[src/pkg/radio_cfg_defs.svh]
// register offsets, field positions, reset values and timing constants
`ifndef RADIO_CFG_DEFS_SVH
`define RADIO_CFG_DEFS_SVH
// register offsets (5-bit serial address)
`define OFS_PIPE_EN      5'h02
`define OFS_ADDR_WIDTH   5'h03
`define OFS_RETR_SETUP   5'h04
`define OFS_CHANNEL      5'h05
`define OFS_RADIO_SETUP  5'h06
// serial command codes in command bits 7:5
`define CMD_READ         3'h0
`define CMD_WRITE        3'h1
// field positions
`define RETR_DELAY_LSB   4
`define RADIO_PLL_BIT    4
`define RADIO_RATE_BIT   3
`define RADIO_PWR_LSB    1
// reset values
`define RST_PIPE_EN      5'h03
`define RST_ADDR_WIDTH   2'h3
`define RST_RETR_DELAY   4'h0
`define RST_RETR_COUNT   4'h3
`define RST_CHANNEL      7'h02
`define RST_PLL_FORCE    1'b0
`define RST_AIR_RATE     1'b1
`define RST_POWER        2'h3
// retransmit delay step and clock rate
`define RETR_STEP_US     250
`define CLK_FREQ_MHZ     10
`endif

[src/pkg/radio_cfg_pkg.sv]
// types shared by the radio configuration register slice
package radio_cfg_pkg;
    // settings seen by the packet engine and radio
    typedef struct packed {
        logic [4:0] receive_pipe_enables;
        logic [1:0] address_width_code;
        logic [3:0] retransmit_delay_code;
        logic [3:0] retransmit_count_limit;
        logic [6:0] channel_number;
        logic       pll_lock_force;
        logic       air_rate_select;
        logic [1:0] output_power_code;
    } radio_cfg_t;
    typedef enum logic [1:0] {PH_CMD, PH_DATA, PH_DONE} spi_phase_t;
    typedef enum logic {RT_IDLE, RT_WAIT} retr_state_t;
endpackage

[src/rtl/radio_link_config_registers.sv]
// serial-port configuration registers with retransmit delay and count control
//
// Summary of operation
// - width code 01/10/11 means 3/4/5 bytes; 00 illegal; resets to 11.
// - short widths use the low address bytes, upper bytes ignored.
// - delay code in bits 7:4 waits 250 us times code plus one.
// - delay runs from end of one transmission to start of the next.
// - count 0 disables retransmit; N allows up to N retries, max 15.
// - channel number in bits 6:0, resets to 2, bit 7 reserved.
// - radio setup bit 3 picks 1 or 2 Mbps, resets to 2 Mbps.
// - radio setup bits 2:1 set transmit power, reset to 11.
// - radio setup bit 4 forces synthesizer lock, test only, resets 0.
`timescale 1ns/1ps
`include "radio_cfg_defs.svh"

module radio_link_config_registers
    import radio_cfg_pkg::*;
#(
    parameter int STEP_CYCLES = `RETR_STEP_US * `CLK_FREQ_MHZ
) (
    // clock and reset
    input  wire logic       clk_sys,
    input  wire logic       nrst,
    // serial port pins
    input  wire logic       cs_n,
    input  wire logic       sck,
    input  wire logic       mosi,
    output logic            miso_ff,
    output logic            miso_oe_ff,
    // packet engine handshake
    input  wire logic       tx_end,
    input  wire logic       ack_seen,
    input  wire logic       new_packet,
    output logic            retransmit_go_ff,
    output logic            give_up_ff,
    output logic [3:0]      retries_ff,
    // settings
    output radio_cfg_t      cfg_ff,
    output logic [4:0]      addr_byte_mask_ff
);
    localparam int TIMER_W = $clog2(16 * STEP_CYCLES + 1);

    // ****************************************************
    // pin synchronisers
    // ****************************************************
    logic [2:0] s1_ff;          // {cs_n, sck, mosi}, first stage
    logic [2:0] s2_ff;
    logic       sck_d_ff;

    // pins are asynchronous, so two stages before any use
    always_ff @(posedge clk_sys or negedge nrst) begin
        if (!nrst) begin
            s1_ff    <= 3'h4;
            s2_ff    <= 3'h4;
            sck_d_ff <= 1'b0;
        end else begin
            s1_ff    <= {cs_n, sck, mosi};
            s2_ff    <= s1_ff;
            sck_d_ff <= s2_ff[1];
        end
    end

    logic cs_act;
    logic sck_rise;
    logic sck_fall;
    assign cs_act   = ~s2_ff[2];
    assign sck_rise = s2_ff[1] & ~sck_d_ff;
    assign sck_fall = ~s2_ff[1] & sck_d_ff;

    // ****************************************************
    // register read mux and byte mask
    // ****************************************************
    // reserved bits read as zero, unmapped addresses read 8'h00
    function automatic logic [7:0] read_reg(input logic [4:0] a,
                                            input radio_cfg_t c);
        logic [7:0] d;
        d = 8'h00;
        if (a == `OFS_PIPE_EN) begin
            d = {3'h0, c.receive_pipe_enables};
        end else if (a == `OFS_ADDR_WIDTH) begin
            d = {6'h00, c.address_width_code};
        end else if (a == `OFS_RETR_SETUP) begin
            d = {c.retransmit_delay_code, c.retransmit_count_limit};
        end else if (a == `OFS_CHANNEL) begin
            d = {1'b0, c.channel_number};
        end else if (a == `OFS_RADIO_SETUP) begin
            d = {3'h0, c.pll_lock_force, c.air_rate_select,
                 c.output_power_code, 1'b0};
        end
        return d;
    endfunction

    // low bytes of each stored address stay valid for short widths
    function automatic logic [4:0] byte_mask(input logic [1:0] code);
        logic [4:0] m;
        case (code)
            2'h1:    m = 5'h07;
            2'h2:    m = 5'h0f;
            default: m = 5'h1f;
        endcase
        return m;
    endfunction

    // ****************************************************
    // serial slave and register file
    // ****************************************************
    spi_phase_t phase_ff, nxt_phase;
    logic [2:0] bit_cnt_ff, nxt_bit_cnt;
    logic [6:0] rx_sh_ff, nxt_rx_sh;
    logic [7:0] cmd_ff, nxt_cmd;
    logic [7:0] tx_sh_ff, nxt_tx_sh;
    logic       nxt_miso;
    logic       nxt_miso_oe;
    radio_cfg_t nxt_cfg;
    logic [4:0] nxt_mask;
    logic [7:0] rx_byte;
    logic       wr_stb;
    logic [7:0] wr_data;
    logic [4:0] wr_addr;

    assign rx_byte = {rx_sh_ff, s2_ff[0]};
    assign wr_data = rx_byte;
    assign wr_addr = cmd_ff[4:0];

    // mode 0: sample on rising sck, shift out on falling sck
    always_comb begin
        nxt_phase   = phase_ff;
        nxt_bit_cnt = bit_cnt_ff;
        nxt_rx_sh   = rx_sh_ff;
        nxt_cmd     = cmd_ff;
        nxt_tx_sh   = tx_sh_ff;
        nxt_miso    = miso_ff;
        nxt_miso_oe = cs_act;
        nxt_cfg     = cfg_ff;
        wr_stb      = 1'b0;
        if (!cs_act) begin
            nxt_phase   = PH_CMD;
            nxt_bit_cnt = 3'h0;
            nxt_tx_sh   = 8'h00;
            nxt_miso    = 1'b0;
        end else if (sck_rise) begin
            nxt_rx_sh   = rx_byte[6:0];
            nxt_bit_cnt = bit_cnt_ff + 3'h1;
            if (bit_cnt_ff == 3'h7) begin
                case (phase_ff)
                    PH_CMD: begin
                        nxt_cmd   = rx_byte;
                        nxt_phase = PH_DATA;
                        if (rx_byte[7:5] == `CMD_READ) begin
                            nxt_tx_sh = read_reg(rx_byte[4:0], cfg_ff);
                        end
                    end
                    PH_DATA: begin
                        // one data byte per frame; later bytes are ignored
                        wr_stb    = (cmd_ff[7:5] == `CMD_WRITE);
                        nxt_phase = PH_DONE;
                    end
                    default: ;
                endcase
            end
        end else if (sck_fall) begin
            nxt_miso  = tx_sh_ff[7];
            nxt_tx_sh = {tx_sh_ff[6:0], 1'b0};
        end
        // reserved bits are dropped on write
        if (wr_stb) begin
            if (wr_addr == `OFS_PIPE_EN) begin
                nxt_cfg.receive_pipe_enables = wr_data[4:0];
            end else if (wr_addr == `OFS_ADDR_WIDTH) begin
                // the illegal code leaves the width unchanged
                if (wr_data[1:0] != 2'h0) begin
                    nxt_cfg.address_width_code = wr_data[1:0];
                end
            end else if (wr_addr == `OFS_RETR_SETUP) begin
                nxt_cfg.retransmit_delay_code =
                    wr_data[`RETR_DELAY_LSB +: 4];
                nxt_cfg.retransmit_count_limit = wr_data[3:0];
            end else if (wr_addr == `OFS_CHANNEL) begin
                nxt_cfg.channel_number = wr_data[6:0];
            end else if (wr_addr == `OFS_RADIO_SETUP) begin
                nxt_cfg.pll_lock_force = wr_data[`RADIO_PLL_BIT];
                nxt_cfg.air_rate_select = wr_data[`RADIO_RATE_BIT];
                nxt_cfg.output_power_code =
                    wr_data[`RADIO_PWR_LSB +: 2];
            end
        end
        nxt_mask = byte_mask(nxt_cfg.address_width_code);
    end

    // register stage for the serial slave and the settings
    always_ff @(posedge clk_sys or negedge nrst) begin
        if (!nrst) begin
            phase_ff   <= PH_CMD;
            bit_cnt_ff <= 3'h0;
            rx_sh_ff   <= 7'h00;
            cmd_ff     <= 8'h00;
            tx_sh_ff   <= 8'h00;
            miso_ff    <= 1'b0;
            miso_oe_ff <= 1'b0;
            cfg_ff     <= '{receive_pipe_enables:   `RST_PIPE_EN,
                            address_width_code:     `RST_ADDR_WIDTH,
                            retransmit_delay_code:  `RST_RETR_DELAY,
                            retransmit_count_limit: `RST_RETR_COUNT,
                            channel_number:         `RST_CHANNEL,
                            pll_lock_force:         `RST_PLL_FORCE,
                            air_rate_select:        `RST_AIR_RATE,
                            output_power_code:      `RST_POWER};
            addr_byte_mask_ff <= 5'h1f;
        end else begin
            phase_ff   <= nxt_phase;
            bit_cnt_ff <= nxt_bit_cnt;
            rx_sh_ff   <= nxt_rx_sh;
            cmd_ff     <= nxt_cmd;
            tx_sh_ff   <= nxt_tx_sh;
            miso_ff    <= nxt_miso;
            miso_oe_ff <= nxt_miso_oe;
            cfg_ff     <= nxt_cfg;
            addr_byte_mask_ff <= nxt_mask;
        end
    end

    // ****************************************************
    // retransmit delay and count
    // ****************************************************
    retr_state_t        rt_state_ff, nxt_rt_state;
    logic [TIMER_W-1:0] timer_ff, nxt_timer;
    logic [TIMER_W-1:0] delay_cycles;
    logic [3:0]         nxt_retries;
    logic               nxt_go;
    logic               nxt_give_up;

    // (code + 1) steps of 250 us
    assign delay_cycles = TIMER_W'((int'(cfg_ff.retransmit_delay_code) + 1)
                                   * STEP_CYCLES);

    // timer starts at the end of a transmission, not its start
    always_comb begin
        nxt_rt_state = rt_state_ff;
        nxt_timer    = timer_ff;
        nxt_retries  = new_packet ? 4'h0 : retries_ff;
        nxt_go       = 1'b0;
        nxt_give_up  = 1'b0;
        case (rt_state_ff)
            RT_IDLE: begin
                if (tx_end) begin
                    nxt_rt_state = RT_WAIT;
                    nxt_timer    = delay_cycles;
                end
            end
            RT_WAIT: begin
                if (ack_seen) begin
                    nxt_rt_state = RT_IDLE;
                    nxt_retries  = 4'h0;
                end else if (timer_ff <= TIMER_W'(1)) begin
                    nxt_rt_state = RT_IDLE;
                    // a limit of zero never retries
                    if (retries_ff < cfg_ff.retransmit_count_limit) begin
                        nxt_go      = 1'b1;
                        nxt_retries = retries_ff + 4'h1;
                    end else begin
                        nxt_give_up = 1'b1;
                        nxt_retries = 4'h0;
                    end
                end else begin
                    nxt_timer = timer_ff - TIMER_W'(1);
                end
            end
            default: nxt_rt_state = RT_IDLE;
        endcase
    end

    // register stage for the retransmit control
    always_ff @(posedge clk_sys or negedge nrst) begin
        if (!nrst) begin
            rt_state_ff      <= RT_IDLE;
            timer_ff         <= '0;
            retries_ff       <= 4'h0;
            retransmit_go_ff <= 1'b0;
            give_up_ff       <= 1'b0;
        end else begin
            rt_state_ff      <= nxt_rt_state;
            timer_ff         <= nxt_timer;
            retries_ff       <= nxt_retries;
            retransmit_go_ff <= nxt_go;
            give_up_ff       <= nxt_give_up;
        end
    end
endmodule // radio_link_config_registers

[config.mk]
export PLATFORM = sky130hd
export DESIGN_NAME = radio_link_config_registers
export DESIGN_NICKNAME = d
export VERILOG_FILES = /design/src/pkg/radio_cfg_pkg.sv /design/src/rtl/radio_link_config_registers.sv
export VERILOG_INCLUDE_DIRS = /design/src /design/src/pkg
export SDC_FILE = /design/constraint.sdc
export NUM_CORES = 1
export LEC_CHECK = 0
export ABC_CLOCK_PERIOD_IN_PS = 3500
export BUFFER_PORTS_ARGS = -buffer_cell sky130_fd_sc_hd__buf_2
export CAP_MARGIN = 20
export CORE_ASPECT_RATIO = 0.5
export CORE_MARGIN = 10
export CORE_UTILIZATION = 54
export DETAILED_ROUTE_END_ITERATION = 16
export PLACE_DENSITY = 0.77
export SYNTH_ARGS = -nofsm -noshare
export SYNTH_HDL_FRONTEND = slang
export SYNTH_SLANG_ARGS = --single-unit
export TNS_END_PERCENT = 5
[constraint.sdc]
create_clock -name clk_sys -period 3.5 [get_ports clk_sys]
set_input_delay 0.525 -clock clk_sys [delete_from_list [all_inputs] [get_ports clk_sys]]
set_output_delay 0.525 -clock clk_sys [all_outputs]
set_load 0.02 [all_outputs]
==> results of run 1 <==
## routing by layer
layer	routed length (µm)	track usage	part of all wire
met5	0	0	0
met4	119	0.04177	0.011
met3	384	0.03254	0.036
met2	5115	0.2585	0.48
met1	4942	0.2065	0.47
## report_power, final
group	leakage (nW)	total [mW]	switching [mW]	internal, mW
Clock	0.136	0.914	0.421	0.493
Sequential	1.11	1.30	0.183	1.12
Combinational	1.39	0.358	0.201	0.157
Total	2.64	2.58	0.806	1.77
## area by class of cell
| cell class | count | area, µm² | share of cell area |
|---|---|---|---|
| clock buffers | 9 | 225.2 | 0.04039 |
| clock inverters | 7 | 62.56 | 0.01122 |
| inverters | 24 | 90.09 | 0.01616 |
| multi-input cells | 315 | 2536 | 0.4549 |
| flip-flops and latches | 88 | 2222 | 0.3986 |
| well taps | 117 | 146.4 | 0.02626 |
| repair buffers | 53 | 292.8 | 0.05251 |
## critical path, cell delays in order (launching register included)
cell,delay [ps]
dfrtp_2,440
ha_1,230
xnor2_2,170
inv_2,90
fa_1,460
ha_1,310
ha_1,340
ha_4,290
o21ai_1,80
o21ai_0,150
o21ai_0,120
xnor2_1,140
a221o_2,330
## worst max path at each step
stage | from | endpoint | slack [ps] | depth (start not counted)
after floorplan | cfg_ff[15]$_DFFE_PN0P_ | timer_ff[14]$_DFFE_PN0P_ | 50 | 14
after global placement | cfg_ff[16]$_DFFE_PN0P_ | timer_ff[14]$_DFFE_PN0P_ | 160 | 14
after CTS | cfg_ff[16]$_DFFE_PN0P_ | timer_ff[14]$_DFFE_PN0P_ | 70 | 14
after detailed placement | cfg_ff[16]$_DFFE_PN0P_ | timer_ff[14]$_DFFE_PN0P_ | 70 | 14
final | cfg_ff[16]$_DFFE_PN0P_ | timer_ff[12]$_DFFE_PN0P_ | 240 | 12
after global routing | cfg_ff[16]$_DFFE_PN0P_ | timer_ff[12]$_DFFE_PN0P_ | -20 | 12
## sequential cells by signal, indices dropped and copies added, names as in the netlist
name / cells
retries_ff: 4
cmd_ff: 8
tx_sh_ff: 8
s2_ff: 3
addr_byte_mask_ff: 2
cfg_ff: 26
retransmit_go_ff: 1
sck_d_ff: 1
s1_ff: 3
miso_ff: 1
bit_cnt_ff: 3
give_up_ff: 1
miso_oe_ff: 1
timer_ff: 16
phase_ff: 2
rx_sh_ff: 7
rt_state_ff: 1
## cell families after synthesis
kind of cell | after synthesis | synth area share
simple gates | 113 | 0.1295
compound gates | 102 | 0.1487
flops | 88 | 0.4549
mux | 49 | 0.1103
buf+inv | 40 | 0.03513
fa+ha+maj | 37 | 0.1010
xor+xnor | 11 | 0.01974
other cells | 1 | 0.0007685
## what timing repair did
action	in CTS	in global routing
setup buffers	0	0
setup endpoints to repair	0	5
gates resized for setup	0	7
## placed cells by master (no fill, tap or decap), types with 3 or more instances in the layout
cell type	instances
or4_1	3
dfstp_2	14
conb_1	3
xnor2_1	5
o211ai_1	3
nor2b_1	6
a21oi_1	21
clkbuf_16	9
nor2_1	30
mux2_2	38
inv_1	22
nand2_1	15
fa_1	4
buf_2	42
a31oi_1	3
a221oi_1	3
a22oi_1	4
nor4_1	4
ha_1	31
a211oi_1	3
buf_4	11
a22o_1	6
xor2_1	4
dfrtp_1	72
nor3_1	12
nand2b_1	10
o2bb2ai_1	5
o21ai_0	21
inv_6	3
a32o_1	3
mux2i_1	11
or3_1	5
nand3_1	8
==> results.sh, run 1 <==
export IMPL_dieWidth_um=154.4
export IMPL_startpoint_type="flop"
export IMPL_cts_root_buffer="clkbuf_16"
export IMPL_drc_errors=0
export IMPL_port_buffers=43
export IMPL_cts_made_buffers=9
export IMPL_skew_ps=5.875
export IMPL_coreArea_mm2=0.008738
export IMPL_setup_worst_path_class="reg2reg"
export IMPL_worstSetupEndpointType="flop"
export IMPL_drtPass1Iterations=5
export IMPL_overflow=0
export IMPL_hold_viol=0
export IMPL_p_per_area_mw_per_mm2=462.0
export IMPL_synth_cell_type_count=70
export IMPL_finish_utilization=0.6380
export IMPL_peakVddDrop_v=0.0002792
export IMPL_yosysSeqAreaShare=0.4549
export IMPL_post_synth_top_count_cell="dfrtp_1"
export IMPL_synth_edff_count=0
export IMPL_yosysTopAreaCellShare=0.3795
export IMPL_clock_latency_ps=330
export IMPL_layout_min_cycle_time_ps=3265
export IMPL_wl_per_cell_um=17.23
export IMPL_h_tree_depth=3
export IMPL_reg2reg_slack_ps=240
export IMPL_initial_utilization=0.5584
export IMPL_clk_pin_slew_ps=70
export IMPL_nNetsFinal=536
export IMPL_fin_crit_sh=0.9327
export IMPL_holdBufCountCts=0
export IMPL_gp_congestion=0.8504
export IMPL_antenna_found_initial=0
export IMPL_maxSlewViolCount=0
export IMPL_min_path_type="in2async"
export IMPL_dieArea_mm2=0.01347
export IMPL_synthFlopType="dfrtp_1"
export IMPL_clock_sinks=88
export IMPL_synth_top_area_cell="dfrtp_1"
export IMPL_syn_cell_area_mm2=0.004880
export IMPL_cts_path_max_buffers=2
export IMPL_final_cells=613
export IMPL_num_rows=24
export IMPL_syn_inst=441
export IMPL_timing_hold_ws_ps=258.6
export IMPL_maxCapViolCount=0
export IMPL_synthTopCellsByCount="74 x dfrtp_1, 38 x mux2_2, 33 x ha_1"
export IMPL_fillCellCount=682
export IMPL_drive_gt1_frac=0.2944
export IMPL_areaGrowthSynthToFinish_pct=14.26
export IMPL_reg2reg_from="cfg_ff[16]$_DFFE_PN0P_"
export IMPL_synth_seq_cells=88
export IMPL_pre_cts_ws_ps=73.31
export IMPL_reg2reg_to="timer_ff[12]$_DFFE_PN0P_"
export IMPL_stdcell_area_mm2=0.005575
export IMPL_total_power_mw=2.576
export IMPL_via_count=3547
export IMPL_die_h_um=87.22
export IMPL_fin_ws_ps=235.4
export IMPL_dpl_cell_area_mm2=0.005254
export IMPL_grt_pass1_wl_um=17620
export IMPL_dp_cells=597
export IMPL_detail_route_antenna_nets=0
export IMPL_reg2regPathDepth=12
export IMPL_worstPathRequired_ps=3720
export IMPL_arrival_ps=3490
export IMPL_synth_area_per_cell_um2=11.07
export IMPL_tightest_slew_ps=867.0
export IMPL_leakage_nw=2.637
export IMPL_grt_pass1_vias=3572
export IMPL_drtIter0Drc=312
export IMPL_ys_top_cells_by_area="dfrtp_1 38%, mux2_2 8.8%, ha_1 8.5%"
export IMPL_relSlewSlack=0.4220
export IMPL_async_reset_ff_frac=1.000
export IMPL_routed_wl_um=10560
export IMPL_ios=47
export IMPL_grt_max_degree=62
export IMPL_grt_use_total=0.1569
export IMPL_outcome="completed"
export IMPL_cts_tree="built"
export IMPL_fmax_ghz=0.3063
export IMPL_antenna_cells=0
export IMPL_avgViaCountPerCell=5.786
export IMPL_dpl_hpwl_um=7613
export IMPL_setup_viol=0
export IMPL_fin_tns_setup_ps=0
export IMPL_synth_warnings=0
export IMPL_crit_fanout=6
Note: power is estimated with default switching activity, not from simulation.
==> inputs of run 2 (changes only) <==
- ABC_AREA: not set -> 1
- ABC_CLOCK_PERIOD_IN_PS: 3500 -> not set
- CORE_UTILIZATION: 54 -> 30
- PLACE_DENSITY: 0.77 -> 0.48
==> results.sh, run 2 <==
export IMPL_top_layer="met4"
export IMPL_hold_viol=0
export IMPL_slowest_delay_ps=520
export IMPL_die_h_um=113.2
export IMPL_drtPass1Iterations=5
export IMPL_drive_gt1_frac=0.1545
export IMPL_startpoint_type="flop"
export IMPL_leakage_nw=2.958
export IMPL_h_tree_depth=3
export IMPL_largestRegisters="cfg_ff: 26 flops, timer_ff: 16 flops"
export IMPL_synth_seq_cells=88
export IMPL_synthFlopType="dfrtp_1"
export IMPL_synth_edff_count=0
export IMPL_synthXorXnorAreaFrac=0.01177
export IMPL_relSlewSlack=0.5676
export IMPL_async_reset_ff_frac=1.000
export IMPL_synth_cell_type_count=43
export IMPL_fin_tns_setup_ps=0
export IMPL_crit_buf_inv=2
export IMPL_pre_cts_ws_ps=274.9
export IMPL_avgViaCountPerCell=4.665
export IMPL_setup_viol=0
export IMPL_cts_tree="built"
export IMPL_synthAdderAreaFrac=0.09467
export IMPL_detail_route_antenna_nets=0
export IMPL_layout_common_cells="175 x nand2_1, 86 x inv_1, 74 x dfrtp_1"
export IMPL_wl_met2_um=6507
export IMPL_multiInputGateArea_mm2=0.002551
export IMPL_dp_cells=923
export IMPL_tightest_slew_ps=648.7
export IMPL_path_cells="ha_1 > xor2_1 > fa_1 > ha_1 > inv_1 > fa_1 > inv_1 > ha_1 > nand2_1 > nand2_1 > a21oi_1 > nand3b_1 > nand3_1 > nand2_1 > nand2_1 > nand2_1"
export IMPL_largest_reg_flops=26
export IMPL_synth_top_area_cell="dfrtp_1"
export IMPL_drtIter0Drc=259
export IMPL_arrival_ps=3430
export IMPL_antenna_found_initial=0
export IMPL_cp_common_cell="nand2_1"
export IMPL_synth_area_per_cell_um2=7.878
export IMPL_clock_latency_ps=350
export IMPL_setup_worst_path_class="reg2reg"
export IMPL_grt_pass1_wl_um=22660
export IMPL_synthTopCellsByCount="175 x nand2_1, 86 x inv_1, 74 x dfrtp_1"
export IMPL_wl_per_cell_um=14.09
export IMPL_syn_inst=661
export IMPL_ios=47
export IMPL_grt_max_degree=43
export IMPL_synth_top_family_by_area="simple AND/OR/NAND/NOR gates"
export IMPL_grt_use_total=0.1194
export IMPL_top_register="cfg_ff"
export IMPL_m1WireLength_um=6174
export IMPL_layout_min_cycle_time_ps=3201
export IMPL_maxCapViolCount=0
export IMPL_nNetsFinal=752
export IMPL_cts_root_buffer="clkbuf_16"
export IMPL_drc_errors=0
export IMPL_dieArea_mm2=0.02335
export IMPL_fmax_ghz=0.3124
export IMPL_port_buffers=43
export IMPL_clk_pin_slew_ps=70
export IMPL_fillCellCount=1775
export IMPL_post_synth_top_count_cell="nand2_1"
export IMPL_synth_warnings=0
export IMPL_maxSlewViolCount=0
export IMPL_gp_congestion=0.8735
export IMPL_num_rows=33
export IMPL_dieWidth_um=206.3
export IMPL_yosys_area_share_simple=0.2732
export IMPL_synth_compound_area_share=0.1072
export IMPL_crit_path_top_delay_cell="fa_1"
export IMPL_muxShareOfSynthArea=0
export IMPL_fin_crit_sh=0.9146
export IMPL_yosysTopAreaCellShare=0.3556
export IMPL_final_common_cell="nand2_1"
export IMPL_initial_utilization=0.3122
export IMPL_grt_pass1_vias=4353
export IMPL_coreArea_mm2=0.01668
export IMPL_antenna_cells=0
export IMPL_outcome="completed"
export IMPL_post_cts_buffers=0
export IMPL_clock_sinks=88
export IMPL_yosysSeqAreaShare=0.4262
export IMPL_cts_path_max_buffers=2
export IMPL_dpl_hpwl_um=10110
export IMPL_via_count=4380
export IMPL_crit_fanout=5
export IMPL_worstSetupEndpointType="flop"
export IMPL_skew_ps=8.957
export IMPL_min_path_type="in2async"
export IMPL_worstPathRequired_ps=3730
export IMPL_met3_length_um=344
export IMPL_final_cells=939
export IMPL_areaGrowthSynthToFinish_pct=14.46
export IMPL_ys_top_cells_by_area="dfrtp_1 36%, nand2_1 13%, ha_1 7.9%"
export IMPL_syn_cell_area_mm2=0.005207
export IMPL_fin_ws_ps=298.9
export IMPL_overflow=0
export IMPL_crit_family="adder cells"
export IMPL_p_per_area_mw_per_mm2=454.3
export IMPL_routed_wl_um=13230
export IMPL_cts_made_buffers=9
export IMPL_finish_utilization=0.3573
export IMPL_peakVddDrop_v=0.0002468
export IMPL_final_seq_area_mm2=0.002220
==> run 2: cell count changes after synthesis, moves of 10 or more <==
cell      before  now
inv_1         23   86
nand3_1        8   63
mux2_2        38    0
o21ai_1        0   14
nand2b_1      10    0
nand2_1       15  175
nor2_1        30   50
o21ai_0       23   45
mux2i_1       11    0
==> run 2: area by class of cell <==
cell class,count,share of cell area
timing repair buffer,50,0.04534
clock buffer,9,0.03778
inverter,92,0.05793
multi-input combinational,466,0.4280
sequential,88,0.3724
clock inverter,7,0.01092
tap,227,0.04765
==> run 2: logic make-up (layout without fill, tap and decap cells) <==
kind of cell               after synthesis  after routing
AOI/OAI and AO/OA                       98             98
xor gates and xnor gates                 7              7
adders and majority gates               37             37
buffers and inverters                  109            158
DFF                                     88             88
other                                    1              3
and+or+nand+nor                        321            321
==> run 2: per-layer routing <==
| metal | up-vias | GRT usage |
|---|---|---|
| met5 | - | 0 |
| met4 | 0 | 0.03722 |
| met3 | 13 | 0.02050 |
| met2 | 61 | 0.2063 |
| met1 | 2087 | 0.1490 |
| li1 | 2219 | - |
==> run 2: worst paths after layout <==
path	startpoint	to	slack [ps]	cells after the start
setup / recovery	cfg_ff[16]$_DFFE_PN0P_	timer_ff[14]$_DFFE_PN0P_	300	16
hold / removal	nrst	cfg_ff[4]$_DFFE_PN0P_	170	1
setup reg to reg	cfg_ff[16]$_DFFE_PN0P_	timer_ff[14]$_DFFE_PN0P_	300	16
hold reg to reg	s1_ff[1]$_DFF_PN0_	s2_ff[1]$_DFF_PN0_	350	0
max in group asynchronous	nrst	s1_ff[2]$_DFF_PN1_	2570	2
min in group clk_sys	cs_n	s1_ff[2]$_DFF_PN1_	270	1
==> run 2: worst register-to-register path: cells and delay by family, from the launching register on <==
family / cells / cell delay (ps)
buffers and inverters: 2 / 80
AO/OA/AOI/OAI: 1 / 170
XOR/XNOR: 1 / 180
adder cells (fa/ha/maj): 5 / 1710
AND/OR/NAND/NOR: 7 / 510
flip-flops: 1 / 430
==> run 2: metrics by stage <==
| stage | area, µm² | hold WS (ps) | power [mW] |
|---|---|---|---|
| floorplan | 5215 | 229.4 | 1.613 |
| global placement | 5665 | 332.3 | 1.772 |
| detailed placement | 5665 | 339.4 | 1.771 |
| CTS | 5956 | 194.2 | 2.737 |
| global route | 5961 | 214.5 | 2.873 |
| finish | 5961 | 170.7 | 2.708 |
==> run 2: timing repair <==
| action | CTS | global route |
|---|---|---|
| endpoints found under the hold margin | 0 | 0 |
| hold buffers | 0 | 0 |
| resized for setup | 0 | 1 |
| endpoints found under the setup margin | 0 | 2 |
==> run 2: power breakdown <==
| part | internal [mW] | switching, mW | total (mW) |
|---|---|---|---|
| sequential | 1.11 | 0.121 | 1.23 |
| clock | 0.497 | 0.457 | 0.954 |
| combinational | 0.157 | 0.364 | 0.520 |
| total | 1.77 | 0.941 | 2.71 |
